<file path="config.mk">
export PLATFORM = sky130hd
export DESIGN_NAME = icst_top
export DESIGN_NICKNAME = d
export VERILOG_FILES = /design/src/rtl/icst_cal_chan.v /design/src/rtl/icst_ms_counter.v /design/src/rtl/icst_top.v
export VERILOG_INCLUDE_DIRS = /design/src /design/src/inc
export SDC_FILE = /design/constraint.sdc
export NUM_CORES = 1
export LEC_CHECK = 0
export BUFFER_PORTS_ARGS = -buffer_cell sky130_fd_sc_hd__buf_2
export CORE_MARGIN = 5
export CORE_UTILIZATION = 34
export DETAILED_ROUTE_END_ITERATION = 7
export SLEW_MARGIN = 20
export SYNTH_ARGS = -nofsm -noshare
export SYNTH_HDL_FRONTEND = slang
export SYNTH_SLANG_ARGS = --single-unit
</file>
<file path="constraint.sdc">
create_clock -name MCLK -period 3.4 [get_ports MCLK]
set_input_delay 0.34 -clock MCLK [delete_from_list [all_inputs] [get_ports MCLK]]
set_output_delay 0.34 -clock MCLK [all_outputs]
set_load 0.03 [all_outputs]
</file>
<file path="src/inc/icst_defines.vh">
// Constants of the calibration status and timestamp block: register
// offsets, status bit positions, reset values and timing counts.
// Assumes inclusion by bare name from the rtl files.
//
// Function
// - Calibrating bit B10 while channel calibrates
// - B11 set on valid low reference
// - B12 set on invalid low reference
// - Abort with bad reference latches fault
// - B13 set on valid high reference
// - B14 set on invalid high reference
// - B15 set when calibration finishes cleanly
// - B15 held until connection closes
// - Channel value reported as real number
// - 64-bit sync timestamp of last sample
// - 16-bit millisecond counter wrapping at 32767
// - No output data; heartbeat kind checked
// - B9 set when last calibration failed
`ifndef ICST_DEFINES_VH
`define ICST_DEFINES_VH

// ---------------------------------------------------------------
// Geometry
// ---------------------------------------------------------------
`define ICST_NCH          8
`define ICST_AW           8

// ---------------------------------------------------------------
// Register byte offsets
// ---------------------------------------------------------------
`define ICST_STAT_BASE    8'h00
`define ICST_DATA_BASE    8'h20
`define ICST_TS_LO        8'h40
`define ICST_TS_HI        8'h44
`define ICST_ROLL_SNAP    8'h48
`define ICST_CTRL         8'h4C
`define ICST_IRQ_STAT     8'h50
`define ICST_IRQ_MASK     8'h54
`define ICST_ROLL_LIVE    8'h58

// ---------------------------------------------------------------
// Channel status bit positions
// ---------------------------------------------------------------
`define ICST_B_FAILED     9
`define ICST_B_CALIB      10
`define ICST_B_LOW_ACC    11
`define ICST_B_LOW_REJ    12
`define ICST_B_HIGH_ACC   13
`define ICST_B_HIGH_REJ   14
`define ICST_B_COMPLETE   15

// ---------------------------------------------------------------
// Control and interrupt fields
// ---------------------------------------------------------------
`define ICST_CTRL_MS_RUN  0
`define ICST_CTRL_RST     32'h0000_0001
`define ICST_EV_SAMPLE    0
`define ICST_EV_FAIL      1
`define ICST_EV_DONE      2
`define ICST_EV_HB_BAD    3
`define ICST_NEV          4
`define ICST_MASK_RST     4'h0

// ---------------------------------------------------------------
// Bus responses
// ---------------------------------------------------------------
`define ICST_RESP_OK      2'h0
`define ICST_RESP_ERR     2'h2

// ---------------------------------------------------------------
// Timing
// ---------------------------------------------------------------
`define ICST_CLK_NS       10
`define ICST_MS_TIME_NS   1000000
`define ICST_MS_CYCLES    (`ICST_MS_TIME_NS / `ICST_CLK_NS)
`define ICST_ROLL_MAX     16'h7FFF

`endif

</file>
<file path="src/rtl/icst_cal_chan.v">
// Calibration state and status flags of one input channel.
// Assumes one-cycle event pulses from the calibration sequencer.
`timescale 1ns/1ps
`include "icst_defines.vh"

module icst_cal_chan (
  input  wire clk,
  input  wire rst_n,
  input  wire conn_open,
  input  wire cal_start,
  input  wire low_smp,
  input  wire low_ok,
  input  wire high_smp,
  input  wire high_ok,
  input  wire cal_finish,
  input  wire cal_abort,
  output wire [6:0] flags,
  output reg  fail_evt,
  output reg  done_evt
);

  localparam ST_IDLE = 1'b0;
  localparam ST_CAL  = 1'b1;

  reg state_q;
  reg low_acc_q;
  reg low_rej_q;
  reg high_acc_q;
  reg high_rej_q;
  reg complete_q;
  reg failed_q;
  wire ok_all;

  // Success needs both references accepted and none rejected
  assign ok_all = low_acc_q & high_acc_q & ~low_rej_q & ~high_rej_q;

  // ---------------------------------------------------------------
  // Calibration sequence
  // ---------------------------------------------------------------
  always @(posedge clk) begin
    fail_evt <= 1'b0;
    done_evt <= 1'b0;
    if (!rst_n) begin
      state_q    <= ST_IDLE;
      low_acc_q  <= 1'b0;
      low_rej_q  <= 1'b0;
      high_acc_q <= 1'b0;
      high_rej_q <= 1'b0;
      complete_q <= 1'b0;
      failed_q   <= 1'b0;
    end else begin
      case (state_q)
        ST_IDLE: begin
          if (cal_start) begin
            state_q    <= ST_CAL;
            low_acc_q  <= 1'b0;
            low_rej_q  <= 1'b0;
            high_acc_q <= 1'b0;
            high_rej_q <= 1'b0;
            complete_q <= 1'b0;
          end else if (!conn_open) begin
            complete_q <= 1'b0;
          end
        end
        ST_CAL: begin
          if (low_smp) begin
            low_acc_q <= low_ok;
            low_rej_q <= ~low_ok;
          end
          if (high_smp) begin
            high_acc_q <= high_ok;
            high_rej_q <= ~high_ok;
          end
          if (cal_abort) begin
            state_q  <= ST_IDLE;
            failed_q <= 1'b1;
            fail_evt <= 1'b1;
          end else if (cal_finish) begin
            state_q <= ST_IDLE;
            if (ok_all) begin
              complete_q <= conn_open;
              failed_q   <= 1'b0;
              done_evt   <= 1'b1;
            end else begin
              failed_q <= 1'b1;
              fail_evt <= 1'b1;
            end
          end
        end
        default: state_q <= ST_IDLE;
      endcase
    end
  end

  // Flags in order B9..B15
  assign flags = {complete_q, high_rej_q, high_acc_q, low_rej_q,
                  low_acc_q, state_q, failed_q};

endmodule

</file>
<file path="src/rtl/icst_ms_counter.v">
// Millisecond counter, counting while run is set, that wraps after 32767.
// Assumes a clock whose period divides one millisecond.
`timescale 1ns/1ps
`include "icst_defines.vh"

module icst_ms_counter #(
  parameter integer MS_CYCLES = `ICST_MS_CYCLES
) (
  input  wire        clk,
  input  wire        rst_n,
  input  wire        run,
  output reg  [15:0] count
);

  reg [31:0] pre_q;

  // ---------------------------------------------------------------
  // Prescaler and count
  // ---------------------------------------------------------------
  always @(posedge clk) begin
    if (!rst_n) begin
      pre_q <= 32'h0000_0000;
      count <= 16'h0000;
    end else if (run) begin
      if (pre_q == MS_CYCLES - 1) begin
        pre_q <= 32'h0000_0000;
        if (count == `ICST_ROLL_MAX)
          count <= 16'h0000;
        else
          count <= count + 16'h0001;
      end else begin
        pre_q <= pre_q + 32'h0000_0001;
      end
    end
  end

endmodule

</file>
<file path="src/rtl/icst_top.v">
// Per-channel calibration status, channel values and timestamps,
// reached by software over an AXI4-Lite slave.
// Assumes all inputs synchronous to MCLK; event inputs are pulses.
//
// Added by the designer: the address map and the AXI4-Lite register port.
`timescale 1ns/1ps
`include "icst_defines.vh"

module icst_top #(
  parameter integer MS_CYCLES = `ICST_MS_CYCLES
) (
  input  wire        MCLK,
  input  wire        RSTN,
  // AXI4-Lite slave
  input  wire [7:0]  AWADDR,
  input  wire        AWVALID,
  output wire        AWREADY,
  input  wire [31:0] WDATA,
  input  wire [3:0]  WSTRB,
  input  wire        WVALID,
  output wire        WREADY,
  output wire [1:0]  BRESP,
  output wire        BVALID,
  input  wire        BREADY,
  input  wire [7:0]  ARADDR,
  input  wire        ARVALID,
  output wire        ARREADY,
  output wire [31:0] RDATA,
  output wire [1:0]  RRESP,
  output wire        RVALID,
  input  wire        RREADY,
  // Calibration sequencer events, one bit per channel
  input  wire [7:0]  CAL_START,
  input  wire [7:0]  CAL_LOW_SMP,
  input  wire [7:0]  CAL_LOW_OK,
  input  wire [7:0]  CAL_HIGH_SMP,
  input  wire [7:0]  CAL_HIGH_OK,
  input  wire [7:0]  CAL_FINISH,
  input  wire [7:0]  CAL_ABORT,
  // Channel values and sampling
  input  wire        CH_WR,
  input  wire [2:0]  CH_SEL,
  input  wire [31:0] CH_VALUE,
  input  wire        SAMPLE_DONE,
  input  wire [63:0] SYNC_TIME,
  // Connection
  input  wire        CONN_OPEN,
  input  wire        CONN_LISTEN,
  input  wire        HB_PULSE,
  input  wire        HB_KIND_LISTEN,
  output wire        IRQ
);

  // ---------------------------------------------------------------
  // Register select decoding
  // ---------------------------------------------------------------
  localparam [3:0] SEL_NONE = 4'h0;
  localparam [3:0] SEL_STAT = 4'h1;
  localparam [3:0] SEL_DATA = 4'h2;
  localparam [3:0] SEL_TSLO = 4'h3;
  localparam [3:0] SEL_TSHI = 4'h4;
  localparam [3:0] SEL_SNAP = 4'h5;
  localparam [3:0] SEL_CTRL = 4'h6;
  localparam [3:0] SEL_ISTA = 4'h7;
  localparam [3:0] SEL_IMSK = 4'h8;
  localparam [3:0] SEL_LIVE = 4'h9;

  // Maps a byte address to a register kind; unaligned is unmapped
  function [3:0] reg_sel;
    input [7:0] a;
    begin
      if (a[1:0] != 2'h0)
        reg_sel = SEL_NONE;
      else if ({a[7:5], 5'h00} == `ICST_STAT_BASE)
        reg_sel = SEL_STAT;
      else if ({a[7:5], 5'h00} == `ICST_DATA_BASE)
        reg_sel = SEL_DATA;
      else begin
        case (a)
          `ICST_TS_LO:     reg_sel = SEL_TSLO;
          `ICST_TS_HI:     reg_sel = SEL_TSHI;
          `ICST_ROLL_SNAP: reg_sel = SEL_SNAP;
          `ICST_CTRL:      reg_sel = SEL_CTRL;
          `ICST_IRQ_STAT:  reg_sel = SEL_ISTA;
          `ICST_IRQ_MASK:  reg_sel = SEL_IMSK;
          `ICST_ROLL_LIVE: reg_sel = SEL_LIVE;
          default:         reg_sel = SEL_NONE;
        endcase
      end
    end
  endfunction

  // ---------------------------------------------------------------
  // Declarations
  // ---------------------------------------------------------------
  reg         awready_q;
  reg         wready_q;
  reg         bvalid_q;
  reg  [1:0]  bresp_q;
  reg         aw_have_q;
  reg         w_have_q;
  reg  [7:0]  aw_addr_q;
  reg  [31:0] w_data_q;
  reg  [3:0]  w_strb_q;
  reg         arready_q;
  reg         rvalid_q;
  reg  [31:0] rdata_q;
  reg  [1:0]  rresp_q;
  reg  [31:0] ctrl_q;
  reg  [3:0]  ista_q;
  reg  [3:0]  ista_d;
  reg  [3:0]  imsk_q;
  reg         irq_q;
  reg  [63:0] ts_q;
  reg  [15:0] snap_q;
  reg  [31:0] ch_data [0:7];
  reg  [31:0] rd_word;
  reg  [1:0]  rd_resp;
  wire        wr_go;
  wire [3:0]  wsel;
  wire [3:0]  rsel;
  wire [2:0]  rch;
  wire [15:0] ms_now;
  wire [7:0]  fail_evt;
  wire [7:0]  done_evt;
  wire [6:0]  ch_flags [0:7];
  wire [3:0]  ev_set;
  wire        hb_bad;

  // ---------------------------------------------------------------
  // Per-channel calibration status
  // ---------------------------------------------------------------
  genvar gi;
  generate
    for (gi = 0; gi < `ICST_NCH; gi = gi + 1) begin : g_ch
      icst_cal_chan u_chan (
        .clk        (MCLK),
        .rst_n      (RSTN),
        .conn_open  (CONN_OPEN),
        .cal_start  (CAL_START[gi]),
        .low_smp    (CAL_LOW_SMP[gi]),
        .low_ok     (CAL_LOW_OK[gi]),
        .high_smp   (CAL_HIGH_SMP[gi]),
        .high_ok    (CAL_HIGH_OK[gi]),
        .cal_finish (CAL_FINISH[gi]),
        .cal_abort  (CAL_ABORT[gi]),
        .flags      (ch_flags[gi]),
        .fail_evt   (fail_evt[gi]),
        .done_evt   (done_evt[gi])
      );
    end
  endgenerate

  // ---------------------------------------------------------------
  // Millisecond counter
  // ---------------------------------------------------------------
  icst_ms_counter #(
    .MS_CYCLES (MS_CYCLES)
  ) u_ms (
    .clk   (MCLK),
    .rst_n (RSTN),
    .run   (ctrl_q[`ICST_CTRL_MS_RUN]),
    .count (ms_now)
  );

  // ---------------------------------------------------------------
  // Channel values, sample timestamp and millisecond snapshot
  // ---------------------------------------------------------------
  always @(posedge MCLK) begin
    if (CH_WR)
      ch_data[CH_SEL] <= CH_VALUE;
  end

  always @(posedge MCLK) begin
    if (!RSTN) begin
      ts_q   <= 64'h0000_0000_0000_0000;
      snap_q <= 16'h0000;
    end else if (SAMPLE_DONE) begin
      ts_q   <= SYNC_TIME;
      snap_q <= ms_now;
    end
  end

  // ---------------------------------------------------------------
  // Interrupt events; set wins over write-one-to-clear
  // ---------------------------------------------------------------
  assign hb_bad = HB_PULSE & (HB_KIND_LISTEN != CONN_LISTEN);
  assign ev_set = {hb_bad, |done_evt, |fail_evt, SAMPLE_DONE};

  always @* begin
    ista_d = ista_q;
    if (wr_go && wsel == SEL_ISTA && w_strb_q[0])
      ista_d = ista_q & ~w_data_q[3:0];
    ista_d = ista_d | ev_set;
  end

  always @(posedge MCLK) begin
    if (!RSTN) begin
      ista_q <= 4'h0;
      irq_q  <= 1'b0;
    end else begin
      ista_q <= ista_d;
      irq_q  <= |(ista_d & imsk_q);
    end
  end

  // ---------------------------------------------------------------
  // Write channel: address and data in either order
  // ---------------------------------------------------------------
  assign wsel  = reg_sel(aw_addr_q);
  assign wr_go = aw_have_q & w_have_q & ~bvalid_q;

  always @(posedge MCLK) begin
    if (!RSTN) begin
      awready_q <= 1'b1;
      wready_q  <= 1'b1;
      aw_have_q <= 1'b0;
      w_have_q  <= 1'b0;
      aw_addr_q <= 8'h00;
      w_data_q  <= 32'h0000_0000;
      w_strb_q  <= 4'h0;
      bvalid_q  <= 1'b0;
      bresp_q   <= `ICST_RESP_OK;
    end else begin
      if (awready_q && AWVALID) begin
        aw_addr_q <= AWADDR;
        aw_have_q <= 1'b1;
        awready_q <= 1'b0;
      end
      if (wready_q && WVALID) begin
        w_data_q <= WDATA;
        w_strb_q <= WSTRB;
        w_have_q <= 1'b1;
        wready_q <= 1'b0;
      end
      if (wr_go) begin
        aw_have_q <= 1'b0;
        w_have_q  <= 1'b0;
        bvalid_q  <= 1'b1;
        // Only control and interrupt registers take writes
        if (wsel == SEL_CTRL || wsel == SEL_ISTA || wsel == SEL_IMSK)
          bresp_q <= `ICST_RESP_OK;
        else
          bresp_q <= `ICST_RESP_ERR;
      end
      if (bvalid_q && BREADY) begin
        bvalid_q  <= 1'b0;
        awready_q <= 1'b1;
        wready_q  <= 1'b1;
      end
    end
  end

  // Control and mask registers, byte lane 0 only
  always @(posedge MCLK) begin
    if (!RSTN) begin
      ctrl_q <= `ICST_CTRL_RST;
      imsk_q <= `ICST_MASK_RST;
    end else if (wr_go && w_strb_q[0]) begin
      if (wsel == SEL_CTRL)
        ctrl_q <= {31'h0000_0000, w_data_q[`ICST_CTRL_MS_RUN]};
      if (wsel == SEL_IMSK)
        imsk_q <= w_data_q[3:0];
    end
  end

  // ---------------------------------------------------------------
  // Read channel
  // ---------------------------------------------------------------
  assign rsel = reg_sel(ARADDR);
  assign rch  = ARADDR[4:2];

  always @* begin
    rd_word = 32'h0000_0000;
    rd_resp = `ICST_RESP_OK;
    case (rsel)
      SEL_STAT: rd_word = {16'h0000, ch_flags[rch], 9'h000};
      SEL_DATA: rd_word = ch_data[rch];
      SEL_TSLO: rd_word = ts_q[31:0];
      SEL_TSHI: rd_word = ts_q[63:32];
      SEL_SNAP: rd_word = {16'h0000, snap_q};
      SEL_CTRL: rd_word = ctrl_q;
      SEL_ISTA: rd_word = {28'h0000000, ista_q};
      SEL_IMSK: rd_word = {28'h0000000, imsk_q};
      SEL_LIVE: rd_word = {16'h0000, ms_now};
      default:  rd_resp = `ICST_RESP_ERR;
    endcase
  end

  always @(posedge MCLK) begin
    if (!RSTN) begin
      arready_q <= 1'b1;
      rvalid_q  <= 1'b0;
      rdata_q   <= 32'h0000_0000;
      rresp_q   <= `ICST_RESP_OK;
    end else begin
      if (arready_q && ARVALID) begin
        arready_q <= 1'b0;
        rvalid_q  <= 1'b1;
        rdata_q   <= rd_word;
        rresp_q   <= rd_resp;
      end
      if (rvalid_q && RREADY) begin
        rvalid_q  <= 1'b0;
        arready_q <= 1'b1;
      end
    end
  end

  // ---------------------------------------------------------------
  // Outputs, all from flip-flops
  // ---------------------------------------------------------------
  assign AWREADY = awready_q;
  assign WREADY  = wready_q;
  assign BVALID  = bvalid_q;
  assign BRESP   = bresp_q;
  assign ARREADY = arready_q;
  assign RVALID  = rvalid_q;
  assign RDATA   = rdata_q;
  assign RRESP   = rresp_q;
  assign IRQ     = irq_q;

endmodule

</file>
* Yosys cells after proc, flatten, opt, wreduce, memory -nomap -nowiden *
Memory sizes are Yosys's and may differ from the RTL's.
Cells that the tools add are included.

cells by class
  bitwise gates (word level) = 82
  reduce and logical (&&, ||, !) cells = 80
  order comparisons = 1
  multiplexer cells = 212
  add/sub/neg operators = 2
  eq/ne operators = 87

operators by type and width
  cell                                                                number
  32-bit case mux with 9 select lines                                 1
  1-bit 2-to-1 mux                                                    147
  8-bit by 7-bit == test with 1-bit output (second input constant)    14
  2-bit != test (second input constant)                               48
  1-bit case mux with 2 select lines                                  48
  2-bit AND reduction                                                 35
  4-bit case mux with 7 select lines                                  2
  1-bit inverter                                                      50
  4-bit OR reduction                                                  9
  32-bit by 1-bit adder with 32-bit output (second input constant)    1
  32-bit by 17-bit == test with 1-bit output (second input constant)  1
  32-bit 2-to-1 mux                                                   1
  4-bit AND reduction                                                 8
  4-bit 2-to-1 mux                                                    7
  1-bit AND                                                           27
  4-bit by 3-bit == test with 1-bit output (second input constant)    6
  3-bit != test (second input constant)                               8
  7-bit binary-select mux with 3-bit select                           1
  2-bit nonzero test                                                  10
  16-bit by 1-bit adder with 16-bit output (second input constant)    1
  16-bit by 15-bit == test with 1-bit output (second input constant)  1
  16-bit 2-to-1 mux                                                   1
  8-bit OR reduction                                                  2
  7-bit 2-to-1 mux                                                    2
  16 further kinds                                                    33

word-level totals
  bits in writable memories = 256
  logic and storage cells = 558
  memories kept = 1
  register bits = 266

memory list
  memory   depth  bits a word  rd ports  clocked after Yosys merged registers in  wr ports  RTL line        RTL
  ch_data  8      32           1         0                                        1         icst_top.v:116  reg [31:0] ch_data [0:7];

* Depth between registers and ports, before layout *
Gate-level depths: netlist of the first run.

  depth in word-level cells = 12
  gate-level depth with buffers = 9
  mapped depth without buffers = 7

* Modules after synthesis *
A second synthesis of the first run with hierarchy kept.

unflattened totals
  cells, all modules = 1744
  area, all modules = 22031.1 µm²

modules (own cells, without submodules)
  module           instances  seq. area each (µm²)  cells an instance  area an instance (µm²)
  icst_top         1          10570.1               1087               16219.3
  icst_cal_chan    8          180.2                 46                 432.9
  icst_ms_counter  1          960.9                 289                2348.5

* Least setup slack after synthesis of the first run *
Ideal clock, no wire load.

  kind = input-to-reg
  start = input CH_SEL[2]
  end = memory ch_data[0][0], enable pin
  arrival = 2725 ps
  required time = 2939 ps
  setup slack = 214 ps
  stages on the path = 2
  cells stage by stage = nand2b_1 > nor3_1

RTL lines
  element      RTL line        RTL
  from (decl)  icst_top.v:42   input wire [2:0] CH_SEL,
  to (decl)    icst_top.v:116

No word-level cell before the write port.

* Worst setup path in the final report of the first run *
  start = register ctrl_q[0]
  end = register u_ms.count[5]

between the ends
  longest elaborated chain between the ends = 1

ends and longest elaborated chain
  element                        RTL line              RTL
  from (decl)                    icst_top.v:109        reg [31:0] ctrl_q;
  from (signal assigned)         icst_top.v:257        ctrl_q <= `ICST_CTRL_RST;
  from (signal assigned)         icst_top.v:261        ctrl_q <= {31'h0000_0000, w_data_q[`ICST_CTRL_MS_RUN]};
  2-bit AND reduction (no line)  --
  to (signal assigned)           icst_ms_counter.v:30  count <= count + 16'h0001;
  to (decl)                      icst_ms_counter.v:12  output reg [15:0] count

No other way between the ends.
A chain may end at the register's enable or synchronous reset.

==> parameters.txt, run 1 <==
Parameter                              Value

Routing
  Total detailed-routing wirelength    about 60000 microns
  Number of antenna-violating nets in the routed design    0
  Starting DRT DRC Count    1264
  Post-route DRC    0
  Initial DRT Pass Iterations    5
  Vias/cell    between 5 and 6
  Routed WL per cell    roughly 20 microns
  Total via count in the routed design    between 15000 and 20000

Worst setup path
  Reg2reg path depth    6
  Required time reported for the critical path endpoint    between 3 and 4 ns
  Category of the worst setup path launch point    register
  Critical-path cell list    and4_1 -> nand3_2 -> nor4_4 -> nand3_2 -> o31ai_4 -> nor2_1
  Kind of capture point of the worst setup path    register
  Startpoint-to-endpoint class of the critical path    reg -> reg
  Crit-path max cell delay    ~0.56 ns
  Number of gates on the worst path with buffers counted    6
  Critical path buffers and inverters    0
  Arrival time of the worst setup path    ~3.1 ns
  Top Family by Delay on Critical Path    simple AND/OR/NAND/NOR gates
  Largest fanout on the critical path    12
  Crit. Startpoint    ctrl_q[0]
  FF-to-FF Start    ctrl_q[0]
  Slowest cell on crit path    sky130_fd_sc_hd__dfxtp_1
  Most used cell along the critical path    sky130_fd_sc_hd__nand3_2

Synthesis
  Top cells by area, synth    sky130_fd_sc_hd__edfxtp_1, sky130_fd_sc_hd__dfxtp_1, sky130_fd_sc_hd__mux2i_1, sky130_fd_sc_hd__mux4_2, sky130_fd_sc_hd__nand2_1
  Synthesized instance count    around 1800
  Async SR Flop Fraction    0
  Most common cell in the synthesized netlist    sky130_fd_sc_hd__dfxtp_1
  Share of the yosys chip area belonging to registers    0.596
  Cell accounting for the most synthesized area    sky130_fd_sc_hd__edfxtp_1
  Number of storage elements in the synthesis netlist    520
  Leading post-synthesis cells by instance count    sky130_fd_sc_hd__dfxtp_1, sky130_fd_sc_hd__edfxtp_1, sky130_fd_sc_hd__nand2_1
  Portion of synthesized cell area occupied by the leading cell type    0.353
  Count of synthesis-stage warnings from yosys    0
  Most used flip-flop cell after synthesis    sky130_fd_sc_hd__dfxtp_1
  Synth Cell Area    approximately 22000 sq um
  Number of flops mapped to enable cells by yosys    256
  Unique masters post-synth    70
  Mean Syn Cell Area    around 12 sq um

STA
  Post-route worst hold slack    ~0.034 ns
  Maximum frequency from static timing analysis    389 MHz
  Period utilisation layout    0.755
  Post-route clock skew    about 0.044 ns
  Final Hold Viols    0
  Post-Route Setup TNS    0 ns
  Number of pins exceeding their max-slew limit in the final report    0
  Final setup vio count    0
  RSZ-0062 raised after global routing    no
  Min Tclk post-route    between 2 and 3 ns
  Slew HR    0.357
  Slew @ Worst Pin    around 0.96 ns

Clock network
  H-tree levels    2
  Clock slew at reported path FFs    0.06 ns
  Clock latency at the later pin of the worst-skew pair    around 0.62 ns
  Post CTS Setup Buffer Count    0
  Clock tree from TritonCTS    done
  Clock sink count    520
  Hold bufs inserted after CTS    about 110
  PostCTS Resize Cnt    0
  CTS max path bufs    3
  CTS root buffer    sky130_fd_sc_hd__clkbuf_16
  Number of clock buffers inserted by TritonCTS    56

Global routing
  Number of global-route vias before repair    about 15000
  Total track usage    0.165
  Remaining global-route overflow    0
  Number of antenna violations at the first check in global routing    13
  Largest net degree at the start of global routing    76
  Global-route wire length before repair    90300 microns

Floorplan
  I/O pin cnt    approximately 260
  Number of rows created at floorplan    92
  DIE AREA    69100 sq um
  Initial standard-cell utilization of the core    0.344
  Die width    263 microns
  Die Y-Extent    263 microns
  Placeable core region    63200 sq um

Finish
  Fill cell count    5797
  Layout overhead on the synthesized area    23.4%
  Layout cells sized above 1    0.211
  Fin nets    roughly 2300

Power
  Peak supply drop    ~420 uV
  Standby leakage power    9.77 nW
  Pwr dens    533 nW/um^2

Placement
  Input/output buffers    between 200 and 250
  Routability cong.    about 0.85
  Post-DP HPWL    around 40000 microns

Worst hold path
  Number of cells on the worst hold path    1
  Hold path startpoint    CH_VALUE[1]
  HP Class    in -> reg

Status
  Status    completed

Flow run
  Count of maximum capacitance violations    0
sequential cells by signal, indices dropped and copies added, names as in the netlist, 16 cells and up:
register / cells
ch_data: 256
ts_q: 64
RDATA: 32
u_ms.pre_q: 32
snap_q: 16
u_ms.count: 16
cells in the final DEF (no fill, tap or decap), types with 52 or more instances in the layout:
cell type | synthesis | layout
sky130_fd_sc_hd__dlygate4sd3_1 | 0 | 105
sky130_fd_sc_hd__a22oi_1 | 55 | 55
sky130_fd_sc_hd__nand2_1 | 163 | 163
sky130_fd_sc_hd__mux2i_1 | 157 | 157
sky130_fd_sc_hd__clkbuf_16 | 0 | 56
sky130_fd_sc_hd__dfxtp_1 | 264 | 264
sky130_fd_sc_hd__nor2_1 | 162 | 156
sky130_fd_sc_hd__o21ai_0 | 73 | 73
sky130_fd_sc_hd__edfxtp_1 | 256 | 256
sky130_fd_sc_hd__nor2b_1 | 65 | 65
sky130_fd_sc_hd__mux4_2 | 52 | 52
sky130_fd_sc_hd__buf_2 | 25 | 224
power breakdown:
part | switching [mW] | leakage [nW] | internal (mW)
sequential | 0.111 | 4.48 | 6.77
clock | 2.58 | 0.948 | 3.82
combinational | 0.556 | 4.34 | 0.470
total | 3.25 | 9.77 | 11.1
metrics by stage:
| step | utilization | power, mW | worst slack, ns | instance area [sq um] | std cells |
|---|---|---|---|---|---|
| after floorplan | - | 7.55 | 0.214 | 21800 | 1789 |
| after global placement | 0.376 | 7.91 | 0.767 | 23800 | 2792 |
| after detailed placement | 0.376 | 7.94 | 0.657 | 23800 | 2792 |
| after CTS | 0.425 | 14.5 | 0.799 | 26800 | 3003 |
| after global routing | 0.425 | 14.8 | 0.666 | 26800 | 3005 |
| final | 0.425 | 14.3 | 0.832 | 26800 | 3008 |
cell families after synthesis:
| group | after synthesis | share of synthesized area |
|---|---|---|
| simple gates | 588 | 0.133 |
| flops | 520 | 0.596 |
| compound gates | 270 | 0.0830 |
| mux | 238 | 0.141 |
| buf+inv | 123 | 0.0261 |
| xor+xnor | 46 | 0.0185 |
| fa+ha+maj | 2 | 0.00115 |
| other cells | 1 | 0.000172 |
routing by layer:
metal	global-route usage	part of all wire	up-vias
li1	-	-	7247
met2	0.273	0.48	417
met5	0	0.00095	-
met1	0.218	0.43	7611
met4	0.0475	0.027	10
met3	0.0366	0.063	97
final timing paths:
| check | end | slack (ns) |
|---|---|---|
| max | u_ms.count[5] | 0.83 |
| min | ch_data[1][1] | 0.03 |
| max reg2reg | u_ms.count[5] | 0.83 |
| min reg2reg | g_ch[2].u_chan.complete_q | 0.45 |
worst reg2reg max path: cells and delay by family, from the launching register on:
family / cells / cell delay (ns)
AND/OR/NAND/NOR: 5 / 1.33
flip-flops: 1 / 0.56
AO/OA/AOI/OAI: 1 / 0.54
layout make-up:
class                      count  area, sq um  area share
clock buffer                  70         1530      0.0572
antenna                        5         12.5    0.000466
timing repair buffer         366         2480      0.0924
clock inverter                36          454      0.0169
inverter                      19         71.3     0.00266
multi-input combinational   1146         8260       0.308
tap                          846         1060      0.0394
sequential                   520        13000       0.483
No activity file was read; power rests on OpenSTA's default activity.
==> run 2, diff against run 1 <==
Settings changed: ABC_AREA set to 1.
Clock period 3.4 ns to 2.35 ns, I/O delays scaled along.
==> run 2 against run 1 <==
  * Total power rose by 47%
  * Via count rose by 18%
  * Combinational power rose by 67%
  * Wire length rose by 14%
  * Final cell count rose by 18%
  * Setup slack got worse by 0.61 ns
  * Count of clock-buffer cells in the layout fell by 5
  * First-iteration DRC count rose by 11%
  * Die area fell by 2.2%
  * Design area rose by 3.1%
  * Synthesized cell count rose by 24%
  * Sequential cell count did not move
  * Critical path type unchanged
  * Largest cell class unchanged
  * Largest power group unchanged
==> parameters.txt, run 2 <==
Parameter                              Value

Floorplan
  Number of rows created at floorplan    91
  Placeable core region    around 62000 sq um
  Die width    between 200 and 300 microns
  Initial standard-cell utilization of the core    0.344
  DIE AREA    67600 sq um
  Die Y-Extent    260 microns
  I/O pin cnt    262

Clock network
  CTS max path bufs    3
  Post CTS Setup Buffer Count    0
  H-tree levels    2
  Clock slew at reported path FFs    around 0.060 ns
  Clock latency at the later pin of the worst-skew pair    around 0.63 ns
  CTS root buffer    sky130_fd_sc_hd__clkbuf_16
  Number of clock buffers inserted by TritonCTS    55
  Clock tree from TritonCTS    done
  Clock sink count    520

Global routing
  Global-route wire length before repair    just over 100000 microns
  Remaining global-route overflow    0
  Total track usage    0.194
  Largest net degree at the start of global routing    approximately 120
  Number of antenna violations at the first check in global routing    13
  Number of global-route vias before repair    between 15000 and 20000

Status
  Status    completed

Power
  Total Power    21.0 mW
  Sw Share    0.238
  Peak supply drop    a little over 600 uV
  Standby leakage power    around 10 nW
  Combinational power share    0.082
  Switching power total    between 4 and 5 mW
  Pwr dens    ~760 nW/um^2
  Sequential Power Share    0.476
  Part of the total power dissipated in the clock network    0.442
  Internal power of the cells    about 16 mW

Worst setup path
  Kind of capture point of the worst setup path    register
  Largest fanout on the critical path    4
  Required time reported for the critical path endpoint    between 2 and 3 ns
  Reg2reg path depth    12
  Startpoint-to-endpoint class of the critical path    reg -> reg
  Category of the worst setup path launch point    register
  Arrival time of the worst setup path    ~2.6 ns

Placement
  Total placed cells including tap cells    between 3000 and 4000
  Area after DPL    approximately 24000 sq um
  Input/output buffers    about 230
  Post-DP HPWL    about 45000 microns
  Routability cong.    0.871

STA
  Final Hold Viols    0
  Slew HR    0.458
  Post-route clock skew    0.0404 ns
  Final setup vio count    0
  Period utilisation layout    0.907
  Min Tclk post-route    roughly 2.1 ns
  Slew @ Worst Pin    0.812 ns
  Maximum frequency from static timing analysis    roughly 470 MHz
  Number of pins exceeding their max-slew limit in the final report    0

Finish
  Number of flip-flops in the largest register    256
  Largest registers    ch_data x256, ts_q x64
  Layout overhead on the synthesized area    30.1%
  Largest register by flop count    ch_data
  Most used cells in the layout excluding fill and tap cells    sky130_fd_sc_hd__nand2_1, sky130_fd_sc_hd__nor2_1, sky130_fd_sc_hd__dfxtp_1
  Fin nets    ~2900
  Layout cells sized above 1    0.180
  Finished Layout Cells    around 3500
  Final std cell area, no fill    between 20000 and 30000 sq um
  Fill cell count    ~5800

Synthesis
  Number of storage elements in the synthesis netlist    between 500 and 600
  Synthesized instance count    2215
  Synth Cell Area    21300 sq um
  Number of flops mapped to enable cells by yosys    256
  Async SR Flop Fraction    0
  Unique masters post-synth    62
  Share of the yosys chip area belonging to registers    0.610
  Count of synthesis-stage warnings from yosys    0
  Most common cell in the synthesized netlist    sky130_fd_sc_hd__nor2_1
  Mean Syn Cell Area    between 9 and 10 sq um
  Leading post-synthesis cells by instance count    sky130_fd_sc_hd__nor2_1, sky130_fd_sc_hd__nand2_1, sky130_fd_sc_hd__dfxtp_1
  Cell accounting for the most synthesized area    sky130_fd_sc_hd__edfxtp_1
  Most used flip-flop cell after synthesis    sky130_fd_sc_hd__dfxtp_1
  Top cells by area, synth    sky130_fd_sc_hd__edfxtp_1, sky130_fd_sc_hd__dfxtp_1, sky130_fd_sc_hd__nor2_1, sky130_fd_sc_hd__nand2_1, sky130_fd_sc_hd__o21ai_0
  Portion of synthesized cell area occupied by the leading cell type    0.362

Routing
  Initial DRT Pass Iterations    5
  Vias/cell    5.14
  Starting DRT DRC Count    around 1400
  Number of antenna-violating nets in the routed design    0
  Total via count in the routed design    around 18000
  Total detailed-routing wirelength    approximately 68000 microns
  Routed WL per cell    around 19 microns
  Post-route DRC    0

Worst hold path
  HP Class    in -> reg
  Number of cells on the worst hold path    4

Flow run
  Count of maximum capacitance violations    0
run 2: cell types whose count changed after synthesis, moves of 31 or more:
cell and delta:
sky130_fd_sc_hd__a21oi_1 +104, sky130_fd_sc_hd__a22oi_1 -52, sky130_fd_sc_hd__and2_1 -31, sky130_fd_sc_hd__inv_1 +146, sky130_fd_sc_hd__mux2i_1 -157, sky130_fd_sc_hd__mux4_2 -52
sky130_fd_sc_hd__nand2_1 +140, sky130_fd_sc_hd__nand3_1 +33, sky130_fd_sc_hd__nor2_1 +148, sky130_fd_sc_hd__nor2b_1 -65, sky130_fd_sc_hd__o21ai_0 +124, sky130_fd_sc_hd__o22ai_1 +86
run 2: path summary, 6_finish.rpt:
kind | start | endpoint | slack [ns]
worst max-delay path | u_ms.pre_q[0] | u_ms.pre_q[24] | 0.22
worst min-delay path | CAL_ABORT[0] | g_ch[0].u_chan.state_q | 0.02
worst max register to register | u_ms.pre_q[0] | u_ms.pre_q[24] | 0.22
worst min register to register | snap_q[13] | snap_q[13] | 0.46
run 2: repair_timing:
action | CTS | global route
endpoints found under the setup margin | 0 | 6
gates resized for setup | 0 | 3
hold endpoints to repair | 392 | 0
hold buffers | 185 | 0
run 2: cells by family after synthesis:
group           count (synthesis)  synth area share
compound gates                548             0.151
xor+xnor                        9           0.00371
fa+ha+maj                       2           0.00118
buf+inv                       279            0.0543
flops                         520             0.610
other cells                     1          0.000176
simple gates                  856             0.179
run 2: power groups by stage:
| stage | registers (mW) | clock network, mW | logic (mW) |
|---|---|---|---|
| 5_1_grt | 10.0 | 9.80 | 1.89 |
| 3_5_place_dp | 10.2 | 0 | 1.47 |
| 2_1_floorplan | 10.2 | 0 | 0.772 |
| 6_report | 10.0 | 9.27 | 1.72 |
| 4_1_cts | 10.0 | 9.44 | 1.71 |
| 3_3_place_gp | 10.2 | 0 | 1.44 |
run 2: worst max-delay path, stage by stage, from the launching register on:
cell	delay, ns
sky130_fd_sc_hd__dfxtp_1	0.37
sky130_fd_sc_hd__ha_1	0.18
sky130_fd_sc_hd__nand2_1	0.12
sky130_fd_sc_hd__nor2_4	0.16
sky130_fd_sc_hd__inv_2	0.05
sky130_fd_sc_hd__nor2_2	0.12
sky130_fd_sc_hd__nand4_2	0.13
sky130_fd_sc_hd__nor2_2	0.21
sky130_fd_sc_hd__inv_2	0.08
sky130_fd_sc_hd__nor3_4	0.17
sky130_fd_sc_hd__nand2_1	0.13
sky130_fd_sc_hd__o21ai_0	0.23
sky130_fd_sc_hd__a21oi_1	0.06
run 2: layout make-up:
cell class,instances,area [sq um],area share
Antenna cell,7,17.5,0.000633
Sequential cell,520,13000,0.469
Clock buffer,65,1500,0.0541
Timing Repair Buffer,487,3760,0.136
Multi-Input combinational cell,1417,7220,0.261
Tap cell,837,1050,0.0379
Clock inverter,39,467,0.0169
Inverter,176,679,0.0246
run 2: metal layers:
metal	routed length [microns]	part of all wire	up-vias	GRT usage
li1	-	-	8647	-
met1	28800	0.42	8753	0.260
met2	31900	0.47	647	0.321
met3	4440	0.065	166	0.0270
met4	2710	0.040	8	0.0751
met5	55	0.00081	-	0
run 2: per-stage QoR:
| stage | worst slack (ns) | util | hold WS (ns) | setup TNS, ns |
|---|---|---|---|---|
| 6_report | 0.219 | 0.447 | 0.0209 | 0 |
| 5_1_grt | -0.0102 | 0.447 | 0.0345 | -0.0102 |
| 2_1_floorplan | 0.198 | - | 0.334 | 0 |
| 3_3_place_gp | 0.0598 | 0.385 | 0.440 | 0 |
| 3_5_place_dp | 0.130 | 0.385 | 0.449 | 0 |
| 4_1_cts | 0.127 | 0.447 | 0.00187 | 0 |
